$ cat src/rtl/fp_exc_pkg.sv
/*
 * Shared constants for the floating-point exception dispatch block:
 * condition and enable bit positions, register offsets, reset values, timing.
 * Assumes a single 100 MHz core clock.
 */
package fp_exc_pkg;

	// Condition record bit positions
	localparam int COND_W      = 12;
	localparam int C_VXSNAN    = 0;
	localparam int C_VXISI     = 1;
	localparam int C_VXIDI     = 2;
	localparam int C_VXZDZ     = 3;
	localparam int C_VXIMZ     = 4;
	localparam int C_VXVC      = 5;
	localparam int C_VXSQRT    = 6;
	localparam int C_VXCVI     = 7;
	localparam int C_ZX        = 8;
	localparam int C_OX        = 9;
	localparam int C_UX        = 10;
	localparam int C_XX        = 11;
	localparam int INV_W       = 8;
	localparam int REC_FX      = 12;
	localparam int REC_FEX     = 13;

	// Enable bit positions
	localparam int EN_W        = 5;
	localparam int EN_VE       = 0;
	localparam int EN_OE       = 1;
	localparam int EN_UE       = 2;
	localparam int EN_ZE       = 3;
	localparam int EN_XE       = 4;

	// Interrupt status bits
	localparam int IRQ_W       = 3;
	localparam int IRQ_TRAP    = 0;
	localparam int IRQ_IGNORED = 1;
	localparam int IRQ_SUMMARY = 2;

	// Register bus
	localparam int ADDR_W      = 8;
	localparam int BUS_W       = 32;
	localparam logic [ADDR_W-1:0] REG_RECORD     = 8'h00;
	localparam logic [ADDR_W-1:0] REG_ENABLE     = 8'h04;
	localparam logic [ADDR_W-1:0] REG_IRQ_STATUS = 8'h08;
	localparam logic [ADDR_W-1:0] REG_IRQ_MASK   = 8'h0C;

	// Reset values
	localparam logic [COND_W-1:0] RECORD_RST = 12'h000;
	localparam logic [EN_W-1:0]   ENABLE_RST = 5'h00;
	localparam logic [IRQ_W-1:0]  MASK_RST   = 3'h0;

	// Timing
	localparam int CNT_W          = 8;
	localparam int CLK_PERIOD_NS  = 10;
	localparam int SYNC_DRAIN_NS  = 40;
	localparam int SYNC_DRAIN_CYC = (SYNC_DRAIN_NS + CLK_PERIOD_NS - 1) / CLK_PERIOD_NS;

	typedef enum logic [1:0] {
		ST_RUN,
		ST_WAIT_OLDER,
		ST_TRAP,
		ST_DRAIN
	} disp_state_t;

endpackage

$ cat src/rtl/fp_cond_filter.sv
/*
 * Legalises the set of condition bits one instruction may raise at once.
 * Assumes the datapath flags the operation class of the instruction.
 */
`timescale 1ns/1ps
module fp_cond_filter
	import fp_exc_pkg::*;
(
	input  wire logic [fp_exc_pkg::COND_W-1:0] rawCond,
	input  wire logic                          opMulAdd,
	input  wire logic                          opCmpOrd,
	input  wire logic                          opCvtInt,
	output logic      [fp_exc_pkg::COND_W-1:0] legalCond
);
	logic [INV_W-1:0] invRaw;
	logic [INV_W-1:0] invLowest;
	logic [INV_W-1:0] invSeen;
	logic [INV_W-1:0] invPartner;
	logic [INV_W-1:0] invOut;
	logic             snan;

	assign invRaw = rawCond[INV_W-1:0];
	assign snan   = invRaw[C_VXSNAN];

	// Keep only the first raised invalid kind when the pair is not allowed
	genvar i;
	generate
		for (i = 0; i < INV_W; i++) begin : g_low
			if (i == 0) begin : g_first
				assign invSeen[i]   = invRaw[i];
				assign invLowest[i] = invRaw[i];
			end else begin : g_rest
				assign invSeen[i]   = invSeen[i-1] | invRaw[i];
				assign invLowest[i] = invRaw[i] & ~invSeen[i-1];
			end
		end
	endgenerate

	assign invPartner = '0 | ({{(INV_W-1){1'b0}}, 1'b1} << C_VXIMZ) & {INV_W{opMulAdd}}
		| ({{(INV_W-1){1'b0}}, 1'b1} << C_VXVC) & {INV_W{opCmpOrd}}
		| ({{(INV_W-1){1'b0}}, 1'b1} << C_VXCVI) & {INV_W{opCvtInt}};
	assign invOut = snan ? (invLowest | (invRaw & invPartner)) : invLowest;

	// Inexact rides along with overflow or underflow; the two never together
	assign legalCond[INV_W-1:0] = invOut;
	assign legalCond[C_ZX]      = rawCond[C_ZX];
	assign legalCond[C_OX]      = rawCond[C_OX];
	assign legalCond[C_UX]      = rawCond[C_UX] & ~rawCond[C_OX];
	assign legalCond[C_XX]      = rawCond[C_XX];

endmodule

$ cat src/rtl/fp_result_select.sv
/*
 * Chooses suppression or delivery, and trap-enabled or default value,
 * from the enable bits only. Assumes the datapath supplies both candidates.
 */
`timescale 1ns/1ps
module fp_result_select
	import fp_exc_pkg::*;
#(
	parameter int DATA_W = 64
) (
	input  wire logic [fp_exc_pkg::COND_W-1:0] cond,
	input  wire logic [fp_exc_pkg::EN_W-1:0]   enable,
	input  wire logic [DATA_W-1:0]             trapValue,
	input  wire logic [DATA_W-1:0]             defaultValue,
	output logic                               suppress,
	output logic      [DATA_W-1:0]             value,
	output logic                               enabledExc
);
	logic invAny;
	logic enDeliver;

	assign invAny     = |cond[INV_W-1:0];
	assign suppress   = (invAny & enable[EN_VE]) | (cond[C_ZX] & enable[EN_ZE]);
	assign enDeliver  = (cond[C_OX] & enable[EN_OE]) | (cond[C_UX] & enable[EN_UE])
		| (cond[C_XX] & enable[EN_XE]);
	// Mode bits never reach this path
	assign value      = enDeliver ? trapValue : defaultValue;
	assign enabledExc = suppress | enDeliver;

endmodule

$ cat src/rtl/fp_exception_dispatch.sv
/*
 * Floating-point exception dispatch: condition record, enables, result policy,
 * precise handler request and record-drain for status access and sync.
 * Assumes instructions arrive in program order, one at a time, and that the
 * completion logic reports when all older instructions have completed.
 */
// Our own choices: the plain strobed port and the register addresses.
`timescale 1ns/1ps
//
// Operation
// - Inexact may accompany overflow or underflow in one instruction.
// - SNaN invalid may pair with inf*zero, compare or convert invalid by op.
// - Enabled invalid or zero-divide suppresses the instruction's write.
// - All other conditions deliver a result to the destination.
// - Enable set selects the trap-enabled result value.
// - Enable clear selects the default result value.
// - Mode bits both zero: never request the handler, still record.
// - Precise mode requests the handler at the excepting instruction.
// - The two mode bits are ORed; either set means precise.
// - Disabled conditions never request the handler.
// - Result store and value depend only on enable bits.
// - Handler only after older complete and before younger execute.
// - Status access waits until earlier conditions are recorded.
// - Sync also drains pending conditions, stalling longer.
// - Summary bit sets on any zero-to-one condition change or software set.
// - Enabled summary is high while any enabled condition is recorded.
module fp_exception_dispatch
	import fp_exc_pkg::*;
#(
	parameter int DATA_W = 64,
	parameter int TAG_W  = 6
) (
	input  wire logic                          clk,
	input  wire logic                          rst,
	input  wire logic                          ce,
	input  wire logic [fp_exc_pkg::ADDR_W-1:0] regAddr,
	input  wire logic [fp_exc_pkg::BUS_W-1:0]  regWrData,
	input  wire logic                          regWr,
	input  wire logic                          regRd,
	output logic      [fp_exc_pkg::BUS_W-1:0]  regRdData,
	input  wire logic                          inValid,
	input  wire logic [TAG_W-1:0]              inTag,
	input  wire logic [fp_exc_pkg::COND_W-1:0] inCond,
	input  wire logic                          opMulAdd,
	input  wire logic                          opCmpOrd,
	input  wire logic                          opCvtInt,
	input  wire logic [DATA_W-1:0]             trapValue,
	input  wire logic [DATA_W-1:0]             defaultValue,
	output logic                               inReady,
	input  wire logic                          fpExcModeBit0,
	input  wire logic                          fpExcModeBit1,
	input  wire logic                          olderDone,
	input  wire logic                          trapAck,
	input  wire logic                          fpscrAccess,
	input  wire logic                          syncReq,
	output logic                               accessGrant,
	output logic                               wbValid,
	output logic      [TAG_W-1:0]              wbTag,
	output logic      [DATA_W-1:0]             wbData,
	output logic                               wbSuppress,
	output logic                               excReq,
	output logic      [TAG_W-1:0]              excTag,
	output logic                               flushYounger,
	output logic                               irq
);
	import fp_exc_pkg::*;

	disp_state_t       state;
	disp_state_t       next_state;
	logic [COND_W-1:0] legalCond;
	logic              selSuppress;
	logic [DATA_W-1:0] selValue;
	logic              selEnabled;
	logic              accept;
	logic              preciseMode;
	logic              trapNow;

	logic [COND_W-1:0] record;
	logic              fxBit;
	logic              fexBit;
	logic [EN_W-1:0]   enable;
	logic [IRQ_W-1:0]  irqStatus;
	logic [IRQ_W-1:0]  irqMask;
	logic [COND_W-1:0] pendCond;
	logic              pendValid;
	logic [TAG_W-1:0]  heldTag;
	logic [CNT_W-1:0]  drainCnt;

	fp_cond_filter u_filter (
		.rawCond   (inCond),
		.opMulAdd  (opMulAdd),
		.opCmpOrd  (opCmpOrd),
		.opCvtInt  (opCvtInt),
		.legalCond (legalCond)
	);

	fp_result_select #(
		.DATA_W (DATA_W)
	) u_select (
		.cond         (legalCond),
		.enable       (enable),
		.trapValue    (trapValue),
		.defaultValue (defaultValue),
		.suppress     (selSuppress),
		.value        (selValue),
		.enabledExc   (selEnabled)
	);

	assign preciseMode = fpExcModeBit0 | fpExcModeBit1;
	assign accept      = inValid & inReady;
	// Ignore mode records but never traps
	assign trapNow     = accept & selEnabled & preciseMode;

	// Register decode
	logic wrRecord;
	logic wrEnable;
	logic wrStatus;
	logic wrMask;
	assign wrRecord = regWr & (regAddr == REG_RECORD);
	assign wrEnable = regWr & (regAddr == REG_ENABLE);
	assign wrStatus = regWr & (regAddr == REG_IRQ_STATUS);
	assign wrMask   = regWr & (regAddr == REG_IRQ_MASK);

	// Record update: hardware set wins over a software write in the same cycle
	logic [COND_W-1:0] recBase;
	logic [COND_W-1:0] mergeCond;
	logic [COND_W-1:0] next_record;
	logic              next_fx;
	logic [EN_W-1:0]   next_enable;
	logic [COND_W-1:0] enExpand;
	logic              next_fex;
	logic              newlySet;

	assign recBase     = wrRecord ? regWrData[COND_W-1:0] : record;
	assign mergeCond   = pendValid ? pendCond : '0;
	assign next_record = recBase | mergeCond;
	assign newlySet    = |(mergeCond & ~recBase);
	assign next_fx     = (wrRecord ? regWrData[REC_FX] : fxBit) | newlySet;
	assign next_enable = wrEnable ? regWrData[EN_W-1:0] : enable;
	assign enExpand    = {next_enable[EN_XE], next_enable[EN_UE], next_enable[EN_OE],
		next_enable[EN_ZE], {INV_W{next_enable[EN_VE]}}};
	assign next_fex    = |(next_record & enExpand);

	// Interrupt events; set wins over write-one-to-clear
	logic [IRQ_W-1:0] irqEvent;
	logic [IRQ_W-1:0] next_irqStatus;
	logic [IRQ_W-1:0] next_irqMask;
	logic             next_irq;
	assign irqEvent[IRQ_TRAP]    = trapNow;
	assign irqEvent[IRQ_IGNORED] = accept & selEnabled & ~preciseMode;
	assign irqEvent[IRQ_SUMMARY] = next_fx & ~fxBit;
	assign next_irqStatus = (irqStatus & ~(wrStatus ? regWrData[IRQ_W-1:0] : '0)) | irqEvent;
	assign next_irqMask   = wrMask ? regWrData[IRQ_W-1:0] : irqMask;
	assign next_irq       = |(next_irqStatus & next_irqMask);

	// Read mux; data stands only in the cycle after the strobe
	logic [BUS_W-1:0] readWord;
	logic [BUS_W-1:0] next_rdData;
	assign readWord = (regAddr == REG_RECORD) ?
			{{(BUS_W-COND_W-2){1'b0}}, fexBit, fxBit, record} :
		(regAddr == REG_ENABLE) ? {{(BUS_W-EN_W){1'b0}}, enable} :
		(regAddr == REG_IRQ_STATUS) ? {{(BUS_W-IRQ_W){1'b0}}, irqStatus} :
		(regAddr == REG_IRQ_MASK) ? {{(BUS_W-IRQ_W){1'b0}}, irqMask} : '0;
	assign next_rdData = regRd ? readWord : '0;

	// Sequencing
	logic             drainIdle;
	logic [CNT_W-1:0] next_drainCnt;
	logic             next_grant;
	assign drainIdle = ~pendValid & (drainCnt == '0);

	always_comb begin
		next_state    = state;
		next_drainCnt = drainCnt;
		next_grant    = 1'b0;
		unique case (state)
			ST_RUN: begin
				if (trapNow) begin
					next_state = ST_WAIT_OLDER;
				end else if (syncReq) begin
					next_state    = ST_DRAIN;
					next_drainCnt = CNT_W'(SYNC_DRAIN_CYC);
				end else if (fpscrAccess) begin
					next_state = ST_DRAIN;
				end
			end
			ST_WAIT_OLDER: begin
				if (olderDone) begin
					next_state = ST_TRAP;
				end
			end
			ST_TRAP: begin
				if (trapAck) begin
					next_state = ST_RUN;
				end
			end
			ST_DRAIN: begin
				if (drainCnt != '0) begin
					next_drainCnt = drainCnt - 1'b1;
				end
				if (drainIdle) begin
					next_state = ST_RUN;
					next_grant = 1'b1;
				end
			end
		endcase
	end

	// Younger instructions held off until the handler request is taken
	logic next_inReady;
	assign next_inReady = (next_state == ST_RUN);

	always_ff @(posedge clk) begin
		if (rst) begin
			state     <= ST_RUN;
			inReady   <= 1'b0;
			drainCnt  <= '0;
			accessGrant <= 1'b0;
		end else if (ce) begin
			state     <= next_state;
			inReady   <= next_inReady;
			drainCnt  <= next_drainCnt;
			accessGrant <= next_grant;
		end
	end

	always_ff @(posedge clk) begin
		if (rst) begin
			record    <= RECORD_RST;
			fxBit     <= 1'b0;
			fexBit    <= 1'b0;
			enable    <= ENABLE_RST;
			irqStatus <= '0;
			irqMask   <= MASK_RST;
			irq       <= 1'b0;
			regRdData <= '0;
		end else if (ce) begin
			record    <= next_record;
			fxBit     <= next_fx;
			fexBit    <= next_fex;
			enable    <= next_enable;
			irqStatus <= next_irqStatus;
			irqMask   <= next_irqMask;
			irq       <= next_irq;
			regRdData <= next_rdData;
		end
	end

	// Conditions land in the record two cycles after the instruction, a cycle after writeback
	always_ff @(posedge clk) begin
		if (rst) begin
			pendValid <= 1'b0;
			pendCond  <= '0;
		end else if (ce) begin
			pendValid <= accept;
			pendCond  <= legalCond;
		end
	end

	// Writeback stage; suppressed entries carry no data
	always_ff @(posedge clk) begin
		if (rst) begin
			wbValid    <= 1'b0;
			wbTag      <= '0;
			wbData     <= '0;
			wbSuppress <= 1'b0;
		end else if (ce) begin
			wbValid    <= accept;
			wbTag      <= inTag;
			wbData     <= selSuppress ? '0 : selValue;
			wbSuppress <= accept & selSuppress;
		end
	end

	// Handler request stands from older-done until acknowledged
	always_ff @(posedge clk) begin
		if (rst) begin
			heldTag      <= '0;
			excReq       <= 1'b0;
			excTag       <= '0;
			flushYounger <= 1'b0;
		end else if (ce) begin
			if (trapNow) begin
				heldTag <= inTag;
			end
			excReq       <= (next_state == ST_TRAP);
			excTag       <= (next_state == ST_TRAP) ? heldTag : '0;
			flushYounger <= (state == ST_WAIT_OLDER) & olderDone;
		end
	end

endmodule

$ cat config.mk
export PLATFORM = sky130hd
export DESIGN_NAME = fp_exception_dispatch
export DESIGN_NICKNAME = d
export VERILOG_FILES = /design/src/rtl/fp_exc_pkg.sv /design/src/rtl/fp_cond_filter.sv /design/src/rtl/fp_result_select.sv /design/src/rtl/fp_exception_dispatch.sv
export SDC_FILE = /design/constraint.sdc
export NUM_CORES = 1
export LEC_CHECK = 0
export BUFFER_PORTS_ARGS = -buffer_cell sky130_fd_sc_hd__buf_2
export CAP_MARGIN = 20
export CORE_AREA = 5 5 179 95
export CTS_BUF_LIST = sky130_fd_sc_hd__clkbuf_8
export CTS_CLUSTER_DIAMETER = 30
export DETAILED_ROUTE_END_ITERATION = 10
export DIE_AREA = 0 0 184 100
export MAX_ROUTING_LAYER = met4
export PLACE_DENSITY_LB_ADDON = 0.1
export SLEW_MARGIN = 20
export SYNTH_ARGS = -nofsm -noshare
export SYNTH_HDL_FRONTEND = slang
export SYNTH_SLANG_ARGS = --single-unit
export TNS_END_PERCENT = 1
$ cat constraint.sdc
create_clock -name clk -period 2.5 [get_ports clk]
set_input_delay 0.125 -clock clk [delete_from_list [all_inputs] [get_ports clk]]
set_output_delay 0.125 -clock clk [all_outputs]
set_load 0.005 [all_outputs]
==> run_results.csv, run 1 <==
group,metric,value,unit
timing,fin_worst_skew,0.0188,ns
route,first_iter_violations,665,
global_route,grt.total_usage,26.9,%
timing,maxSlewViolCount,0,
hold_path,hp-class,"primary input to flip-flop",
final_layout,drive_above_1_share,35.4,%
place,place_hpwl,18400,µm
setup_path,crit_start,"inCond[1]",
clock_tree,insertion_delay,0.45,ns
clock_tree,clock-root-buffer,"clkbuf_8",
floorplanning,initial_core_util,49.4,%
synth,syn_area,0.00747,mm²
timing,rsz0062_at_grt,"no",
synth,synth_top_area_share,40.2,%
floorplanning,die_area,0.0184,mm²
clock_tree,h-tree-depth,4,
synth,ys.flop_type,"dfxtp_1",
route,routed_wl,25200,µm
clock_tree,cts_tree,"yes",
power,vdd_drop_max,308,µV
setup_path,start_kind,"primary input",
synth,async_flop_share,0,%
setup_path,worstSetupPathType,"primary input to flip-flop",
synth,syn_inst,894,
power,finalPower,5160,µW
route,drc,0,
synth,avgSynthCellArea,8.36,µm²
route,wl_per_cell,18.2,µm
floorplanning,boundaryPins,316,
floorplanning,dieWidth,184,µm
setup_path,worstReg2RegStart,"drainCnt[2]",
synth,synth.most_common_cell,"dfxtp_1",
timing,worst-slew-pin-transition,0.727,ns
timing,slew_headroom,51.5,%
floorplanning,fp-row-count,32,
setup_path,slowest_delay,0.57,ns
timing,max_freq,0.413,GHz
synth,synth_warnings,0,
hold_path,hold_start,"inValid",
route,viasPerCell,5.51,
synth,ys_types,61,
final_layout,area_growth,29.9,%
route,dr_total_vias,7647,
timing,tns,0,ns
timing,hold_violations,0,
clock_tree,clk_pin_slew,0.09,ns
synth,netlist.top_cell.by_area,"dfxtp_1",
power,leakagePower,0.00435,µW
route,ant_nets,0,
global_route,antenna_found_initial,0,
setup_path,arrival,2.80,ns
final_layout,fin_util,64.2,%
global_route,grt_overflow,0,
global_route,grt_max_degree,65,
setup_path,worstPathRequired,2.88,ns
status,run_status,"complete, no violations",
timing,setup_violations,0,
setup_path,critPathSlowestCell,"or4_4",
power,p_per_area,531,mW/mm²
route,drt-pass1-iter-count,5,
synth,synthTopCellsByArea,"dfxtp_1 40%, mux2_2 9.6%, a21oi_1 8.0%",
timing,fin_crit,2.42,ns
clock_tree,clk_path_buf_depth,2,
setup_path,crit_chain,"dlygate4sd3_1 -> buf_2 -> or4_4 -> or4_4 -> o21a_1 -> a21oi_4 -> buf_12 -> clkbuf_16 -> nand3_1 -> a21oi_1",
setup_path,worstPathMaxFanout,17,
place,gp_congestion,0.966,
setup_path,cp_top_family,"simple AND/OR/NAND/NOR gates",
synth,synth_enable_flop_cells,0,
setup_path,cp_num_buf_inv,4,
global_route,first_global_vias,7247,
synth,ys_ff_latch,150,
floorplanning,dieHeight,100,µm
synth,ys_top_cells_by_count,"150 x dfxtp_1, 120 x a21oi_1, 108 x nand2_1",
job,maxCapViolations,0,
clock_tree,clock-sinks,150,
timing,post-route-period-util,96.9,%
floorplanning,core,0.0151,mm²
setup_path,cp_common_cell,"or4_4",
synth,yosysSeqAreaShare,40.2,%
place,portBuffers,278,
global_route,grt_pass1_wl,38700,µm
clock_tree,numCtsBuffers,17,
setup_path,end_kind,"flip-flop",
final_layout,antenna_cells,0,
final_layout,layout.nets,1376,
[kinds of logic after synthesis]
logic type      count (synthesis)  share of synthesized area (%)
xor+xnor                        4                          0.469
simple gates                  318                           19.8
mux                           103                           14.9
fa+ha+maj                       2                          0.335
other cells                     1                         0.0502
compound gates                209                           17.5
flops                         150                           40.2
buf+inv                       107                           6.83
[what timing repair did]
| action | in CTS | in global routing |
|---|---|---|
| endpoints found under the hold margin | 22 | 0 |
| gates resized for setup | 0 | 2 |
| hold buffers | 17 | 0 |
| endpoints found under the setup margin | 0 | 9 |
| setup buffers | 0 | 1 |
[power breakdown]
part           internal [µW]  switching, µW  leakage, µW  total [µW]
combinational            361            393      0.00294         753
sequential              2480           61.0      0.00122        2540
clock                    892            972     0.000191        1860
total                   3730           1430      0.00435        5160
[area by class of cell]
cell class	count	area, µm²
inverters	20	76.3
well taps	204	255
repair buffers	330	1930
multi-input cells	654	4060
flip-flops and latches	150	3000
fillers	1355	5430
clock inverters	14	153
clock buffers	17	234
[worst min-delay path: cells and delay by family]
kind            cells  cell delay (ns)
simple gates        1             0.12
buf+inv             1             0.11
compound gates      1             0.07
[stage by stage]
stage	hold slack, ns	setup WS (ns)	cells	cell area [µm²]
3_5_place_dp	0.392	0.168	1338	9070
4_1_cts	0.00159	0.0940	1386	9630
3_3_place_gp	0.380	0.140	1338	9070
6_report	0.0350	0.0769	1389	9710
2_1_floorplan	0.269	0.259	911	7540
5_1_grt	0.0174	0.00980	1389	9710
[sequential cells by signal, summed over array words and instances, names as in the netlist, 3 cells and up]
name / count
drainCnt: 8
enable: 5
excTag: 6
heldTag: 6
irqMask: 3
irqStatus: 3
pendCond: 12
record: 12
regRdData: 14
wbData: 64
wbTag: 6
[layout by cell type, fill, tap and decap left out, types with 3 or more instances in the layout]
cell / instances
a211oi_1: 18
a21oi_1: 118
a22oi_1: 21
a311oi_1: 4
a31oi_1: 5
buf_12: 5
buf_2: 276
buf_4: 30
clkbuf_8: 17
clkinv_4: 3
clkinvlp_4: 3
conb_1: 18
dfxtp_1: 150
dlygate4sd3_1: 17
inv_1: 20
inv_6: 4
mux2_2: 64
mux2i_1: 39
nand2_1: 108
nand2b_1: 6
nand3_1: 74
nand4_1: 5
nor2_1: 81
nor2b_1: 6
nor3_1: 5
nor4_1: 7
o2111ai_1: 4
o21ai_0: 6
o22ai_1: 11
or3_1: 3
or4_1: 4
or4_4: 3
xnor2_1: 4
[per-layer routing]
metal	vias up	wire (µm)	global-route usage [%]
met5	-	0	-
met4	0	323	6.25
met3	27	2990	9.23
met2	381	10300	36.5
met1	3528	11700	38.2
li1	3711	-	-
[path summary, 6_finish.rpt]
kind / cells past startpoint / to / slack [ns]
max: 10 / wbData[50] / 0.08
min: 3 / wbValid / 0.04
max reg2reg: 9 / drainCnt[3] / 0.33
min reg2reg: 2 / wbData[28] / 0.46
(Power assumes the default switching activity.)
==> run 2, diff against run 1 <==
--- a/config.mk
+++ b/config.mk
@@ -7,11 +7,11 @@
 export LEC_CHECK = 0
 export BUFFER_PORTS_ARGS = -buffer_cell sky130_fd_sc_hd__buf_2
 export CAP_MARGIN = 20
-export CORE_AREA = 5 5 179 95
+export CORE_AREA = 5 5 200 105
 export CTS_BUF_LIST = sky130_fd_sc_hd__clkbuf_8
 export CTS_CLUSTER_DIAMETER = 30
 export DETAILED_ROUTE_END_ITERATION = 10
-export DIE_AREA = 0 0 184 100
+export DIE_AREA = 0 0 205 110
 export MAX_ROUTING_LAYER = met4
 export PLACE_DENSITY_LB_ADDON = 0.1
 export SLEW_MARGIN = 20
==> run 2 against run 1 <==
Effect of this change:
- combinational power fell by 0.5%
- clock power barely moved
- first-iteration DRC count fell by 33%
- clock skew fell by 0.0038 ns
- register-to-register slack barely moved
- sequential cell count did not move
- largest cell class unchanged
- final area rose by 0.50%
- cell count rose by 4.3%
- critical path type unchanged
==> run_results.csv, run 2 (same netlist as run 1, synthesis figures left out) <==
group,metric,value,unit
timing,hold_violations,0,
clock_tree,h-tree-depth,4,
hold_path,hold-path-cell-count,3,
hold_path,min_to,"record[6]",
final_layout,final_cell_area,0.00976,mm²
timing,fin_worst_skew,0.0150,ns
setup_path,crit_chain,"dlygate4sd3_1 -> buf_2 -> or4_4 -> or4_1 -> o21a_1 -> a21oi_4 -> buf_12 -> nand3_1 -> a21oi_1",
final_layout,reg.largest.list,"wbData x64, regRdData x14",
place,place_hpwl,18700,µm
route,viasPerCell,5.16,
final_layout,final_cells,1449,
route,ant_nets,0,
floorplanning,dieWidth,205,µm
status,run_status,"complete, no violations",
timing,slew_headroom,42.1,%
setup_path,arrival,2.77,ns
clock_tree,insertion_delay,0.45,ns
clock_tree,clk_path_buf_depth,2,
final_layout,drive_above_1_share,34.8,%
power,vdd_drop_max,333,µV
clock_tree,cts_tree,"yes",
floorplanning,boundaryPins,316,
setup_path,worstPathMaxFanout,32,
timing,setup_violations,0,
timing,worst-slew-pin-transition,0.869,ns
timing,tns,0,ns
hold_path,hp-class,"primary input to flip-flop",
floorplanning,core,0.0191,mm²
global_route,grt_max_degree,78,
timing,maxSlewViolCount,0,
floorplanning,initial_core_util,39.2,%
setup_path,slowest_delay,0.53,ns
timing,fin_crit,2.39,ns
setup_path,critPathSlowestCell,"dlygate4sd3_1",
global_route,first_global_vias,6797,
setup_path,worstReg2RegStart,"record[4]",
route,first_iter_violations,448,
setup_path,start_kind,"primary input",
global_route,antenna_found_initial,0,
route,routed_wl,25200,µm
global_route,grt_overflow,0,
route,dr_total_vias,7477,
setup_path,r2r_cells,6,
place,gp_congestion,0.913,
place,placed_cell_area,0.00913,mm²
place,dp_cells,1394,
clock_tree,clock-root-buffer,"clkbuf_8",
floorplanning,die_area,0.0226,mm²
final_layout,layout_common_cells,"276 x buf_2, 150 x dfxtp_1, 119 x a21oi_1, 108 x nand2_1, 81 x nor2_1",
setup_path,r2r_setup_slack,0.33,ns
global_route,grt.total_usage,21.9,%
global_route,grt_pass1_wl,37800,µm
setup_path,end_kind,"flip-flop",
place,portBuffers,278,
setup_path,worstSetupPathType,"primary input to flip-flop",
timing,post-route-period-util,95.6,%
final_layout,largest_reg_flops,64,
power,finalPower,5150,µW
power,p_per_area,528,mW/mm²
clock_tree,numCtsBuffers,17,
hold_path,hold_start,"regWrData[6]",
final_layout,layout.nets,1373,
route,drc,0,
job,maxCapViolations,0,
setup_path,timing.rr.end,"irq",
floorplanning,fp-row-count,36,
clock_tree,clock-sinks,150,
final_layout,layout_commonest_cell,"buf_2",
route,wl_per_cell,17.4,µm
final_layout,regMostFlops,"wbData",
route,drt-pass1-iter-count,5,
timing,max_freq,0.419,GHz
floorplanning,dieHeight,110,µm
final_layout,area_growth,30.5,%
final_layout,antenna_cells,0,
setup_path,worstPathRequired,2.88,ns
clock_tree,clk_pin_slew,0.09,ns
power,leakagePower,0.00431,µW
timing,rsz0062_at_grt,"no",
==> run 2: routing by layer <==
layer	up-vias	track usage (%)	part of all wire (%)
met5	-	-	0
met3	16	6.81	9.2
met4	0	4.54	0.62
met1	3487	32.4	49
met2	268	28.6	41
li1	3706	-	-
==> run 2: stage by stage <==
step | hold slack (ns) | setup slack (ns) | util [%]
2_1_floorplan | 0.269 | 0.259 | -
3_3_place_gp | 0.378 | 0.0735 | 47.9
3_5_place_dp | 0.391 | 0.0645 | 47.9
4_1_cts | 0.00588 | 0.155 | 51.1
5_1_grt | 0.0286 | 0.0423 | 51.2
6_report | 0.0539 | 0.111 | 51.2
==> run 2: repair_timing <==
item,4_1_cts,5_1_grt
hold buffers,22,1
setup endpoints to repair,0,1
setup buffers,0,0
resized for setup,0,1
hold endpoints to repair,30,1
==> run 2: worst max-delay path, delay by kind of cell <==
kind | cells | cell delay, ns
compound gates | 3 | 0.62
buf+inv | 3 | 0.89
simple gates | 3 | 1.10
==> run 2: power by group <==
part           switching, µW  internal [µW]  total [µW]
Clock                   1020            839        1860
Sequential              60.2           2480        2540
Combinational            386            363         749
==> run 2: cell type report <==
cell class	instances	area, µm²
Tap cell	266	333
Inverter	20	76.3
Fill cell	1895	9300
Clock inverter	14	141
Sequential cell	150	3000
Multi-Input combinational cell	654	4060
Timing Repair Buffer	327	1900
Clock buffer	18	248
==> run 2: worst max-delay path by stage <==
stage               startpoint          to  cells after the start
floorplan           regAddr[5]         irq                      7
global placement    regAddr[5]         irq                      6
detailed placement  regAddr[5]         irq                      6
CTS                  inCond[2]  wbData[45]                      9
global route         inCond[2]  wbData[13]                      9
finish               inCond[2]  wbData[13]                      9
==> run 3, diff against run 2 <==
--- a/config.mk
+++ b/config.mk
@@ -5,7 +5,7 @@
 export SDC_FILE = /design/constraint.sdc
 export NUM_CORES = 1
 export LEC_CHECK = 0
-export BUFFER_PORTS_ARGS = -buffer_cell sky130_fd_sc_hd__buf_2
+export BUFFER_PORTS_ARGS = -buffer_cell sky130_fd_sc_hd__buf_4
 export CAP_MARGIN = 20
 export CORE_AREA = 5 5 200 105
 export CTS_BUF_LIST = sky130_fd_sc_hd__clkbuf_8
==> run 3 against run 2 <==
Effect of this change:
- utilization rose by 4.7 points
- clock-buffer cell count unchanged
- highest routed layer unchanged
- die area unchanged
- clock skew is 0.0017 ns lower
- via count increased by 1.6%
- maximum frequency shrank 0.49%
- critical path type unchanged
- routed wire length grew 6.7%
==> run_results.csv, run 3 (same netlist as run 1, synthesis figures left out) <==
group,metric,value,unit
status,run_status,"complete, no violations",
floorplanning,die_area,0.0226,mm²
global_route,first_global_vias,6944,
setup_path,arrival,2.78,ns
route,ant_nets,0,
setup_path,worstPathRequired,2.88,ns
place,place_hpwl,19700,µm
power,p_per_area,529,mW/mm²
timing,setup_violations,0,
power,leakagePower,0.00459,µW
clock_tree,numCtsBuffers,17,
floorplanning,fp-row-count,36,
clock_tree,insertion_delay,0.45,ns
clock_tree,clk_path_buf_depth,2,
timing,fin_worst_skew,0.0132,ns
floorplanning,initial_core_util,39.2,%
clock_tree,clock-root-buffer,"clkbuf_8",
final_layout,area_growth,42.6,%
setup_path,r2r_cells,6,
floorplanning,core,0.0191,mm²
setup_path,start_kind,"primary input",
timing,tns,0,ns
global_route,grt_overflow,0,
clock_tree,clk_pin_slew,0.08,ns
place,portBuffers,278,
setup_path,critPathSlowestCell,"or4_4",
final_layout,reg.largest.list,"wbData x64, regRdData x14",
job,maxCapViolations,0,
timing,slew_headroom,51.9,%
route,dr_total_vias,7594,
global_route,grt_pass1_wl,39900,µm
final_layout,fillers,1799,
clock_tree,clock-sinks,150,
timing,worst_slack,0.0994,ns
setup_path,cp_common_cell,"or4_4",
setup_path,crit_start,"inCond[3]",
setup_path,worstReg2RegStart,"pendCond[6]",
floorplanning,dieHeight,110,µm
setup_path,worstSetupPathType,"primary input to flip-flop",
setup_path,timing.rr.end,"irq",
route,viasPerCell,5.20,
setup_path,r2r_setup_slack,0.38,ns
route,first_iter_violations,598,
final_layout,drive_above_1_share,35.6,%
final_layout,antenna_cells,0,
global_route,grt.total_usage,23.1,%
hold_path,hold_start,"regWrData[11]",
place,gp_congestion,0.941,
final_layout,largest_reg_flops,64,
timing,maxSlewViolCount,0,
route,routed_wl,26900,µm
place,dp_slack,0.0545,ns
final_layout,layout_commonest_cell,"buf_4",
global_route,antenna_found_initial,0,
route,drt-pass1-iter-count,5,
timing,max_freq,0.417,GHz
timing,worst-slew-pin-transition,0.721,ns
timing,post-route-period-util,96.0,%
setup_path,end_kind,"flip-flop",
global_route,grt_max_degree,68,
timing,rsz0062_at_grt,"no",
route,wl_per_cell,18.4,µm
route,drc,0,
hold_path,hp-class,"primary input to flip-flop",
setup_path,slowest_delay,0.58,ns
clock_tree,h-tree-depth,4,
setup_path,crit_chain,"dlygate4sd3_1 -> buf_4 -> or4_4 -> or4_4 -> o21a_1 -> a21oi_4 -> buf_12 -> clkbuf_16 -> nand3_1 -> a21oi_1",
power,vdd_drop_max,341,µV
final_layout,layout_common_cells,"305 x buf_4, 150 x dfxtp_1, 115 x a21oi_1, 108 x nand2_1, 81 x nor2_1",
timing,holdWs,0.0342,ns
timing,hold_violations,0,
hold_path,hold-path-cell-count,3,
floorplanning,boundaryPins,316,
setup_path,endpoint,"wbData[2]",
final_layout,layout.nets,1383,
setup_path,worstPathMaxFanout,16,
floorplanning,dieWidth,205,µm
timing,fin_crit,2.40,ns
clock_tree,cts_tree,"yes",
final_layout,regMostFlops,"wbData",
-- run 3: cell count changes in the layout (fill, tap and decap cells not counted), moves of 2 or more --
cell,before,now
buf_4,22,305
clkinv_4,3,1
bufinv_16,1,5
a21oi_1,119,115
a21oi_2,0,4
clkbuf_16,0,2
buf_2,276,0
-- run 3: final cells by class --
class / instances / area [µm²] / area share, %
Clock buffer: 18 / 248 / 2.32
Clock inverter: 14 / 221 / 2.08
Inverter: 20 / 76.3 / 0.716
Multi-Input combinational cell: 654 / 4070 / 38.2
Sequential cell: 150 / 3000 / 28.2
Tap cell: 266 / 333 / 3.12
Timing Repair Buffer: 337 / 2710 / 25.4
-- run 3: worst min path at each step --
stage,slack (ns),endpoint
3_3_place_gp,0.37,heldTag[2]
3_5_place_dp,0.38,heldTag[2]
2_1_floorplan,0.27,enable[3]
4_1_cts,0.002,record[11]
6_report,0.03,record[11]
5_1_grt,0.01,pendCond[10]
-- run 3: power by group --
group | internal (µW) | switching, µW | leakage, µW
Clock | 1230 | 1000 | 0.000227
Combinational | 476 | 396 | 0.00314
Sequential | 2480 | 64.3 | 0.00122
Total | 4180 | 1460 | 0.00459
-- run 3: critical path: cells and delay by family --
| kind | cells | cell delay [ns] |
|---|---|---|
| AO/OA/AOI/OAI | 3 | 0.53 |
| buffers and inverters | 4 | 1.02 |
| AND/OR/NAND/NOR | 3 | 1.10 |
-- run 3: stage by stage --
stage	cell area [µm²]	cells	util, %	total power, µW
4_1_cts	10600	1456	55.5	5710
5_1_grt	10700	1459	56.0	5910
2_1_floorplan	7540	911	-	2980
6_report	10700	1459	56.0	5640
3_5_place_dp	9860	1400	51.7	3430
3_3_place_gp	9860	1400	51.7	3420
-- run 3: layer usage --
layer	GRT usage (%)	wire length (µm)	vias to the layer above
met4	4.54	213	0
met2	30.4	11100	313
met5	-	0	-
met3	6.52	2800	23
li1	-	-	3723
met1	34.7	12700	3535
-- run 3: what timing repair did --
action / in CTS / in global routing
buffers inserted: 0 / 1
endpoints found under the setup margin: 0 / 54
hold buffers: 24 / 0
resized for setup: 0 / 6
endpoints found under the hold margin: 31 / 0
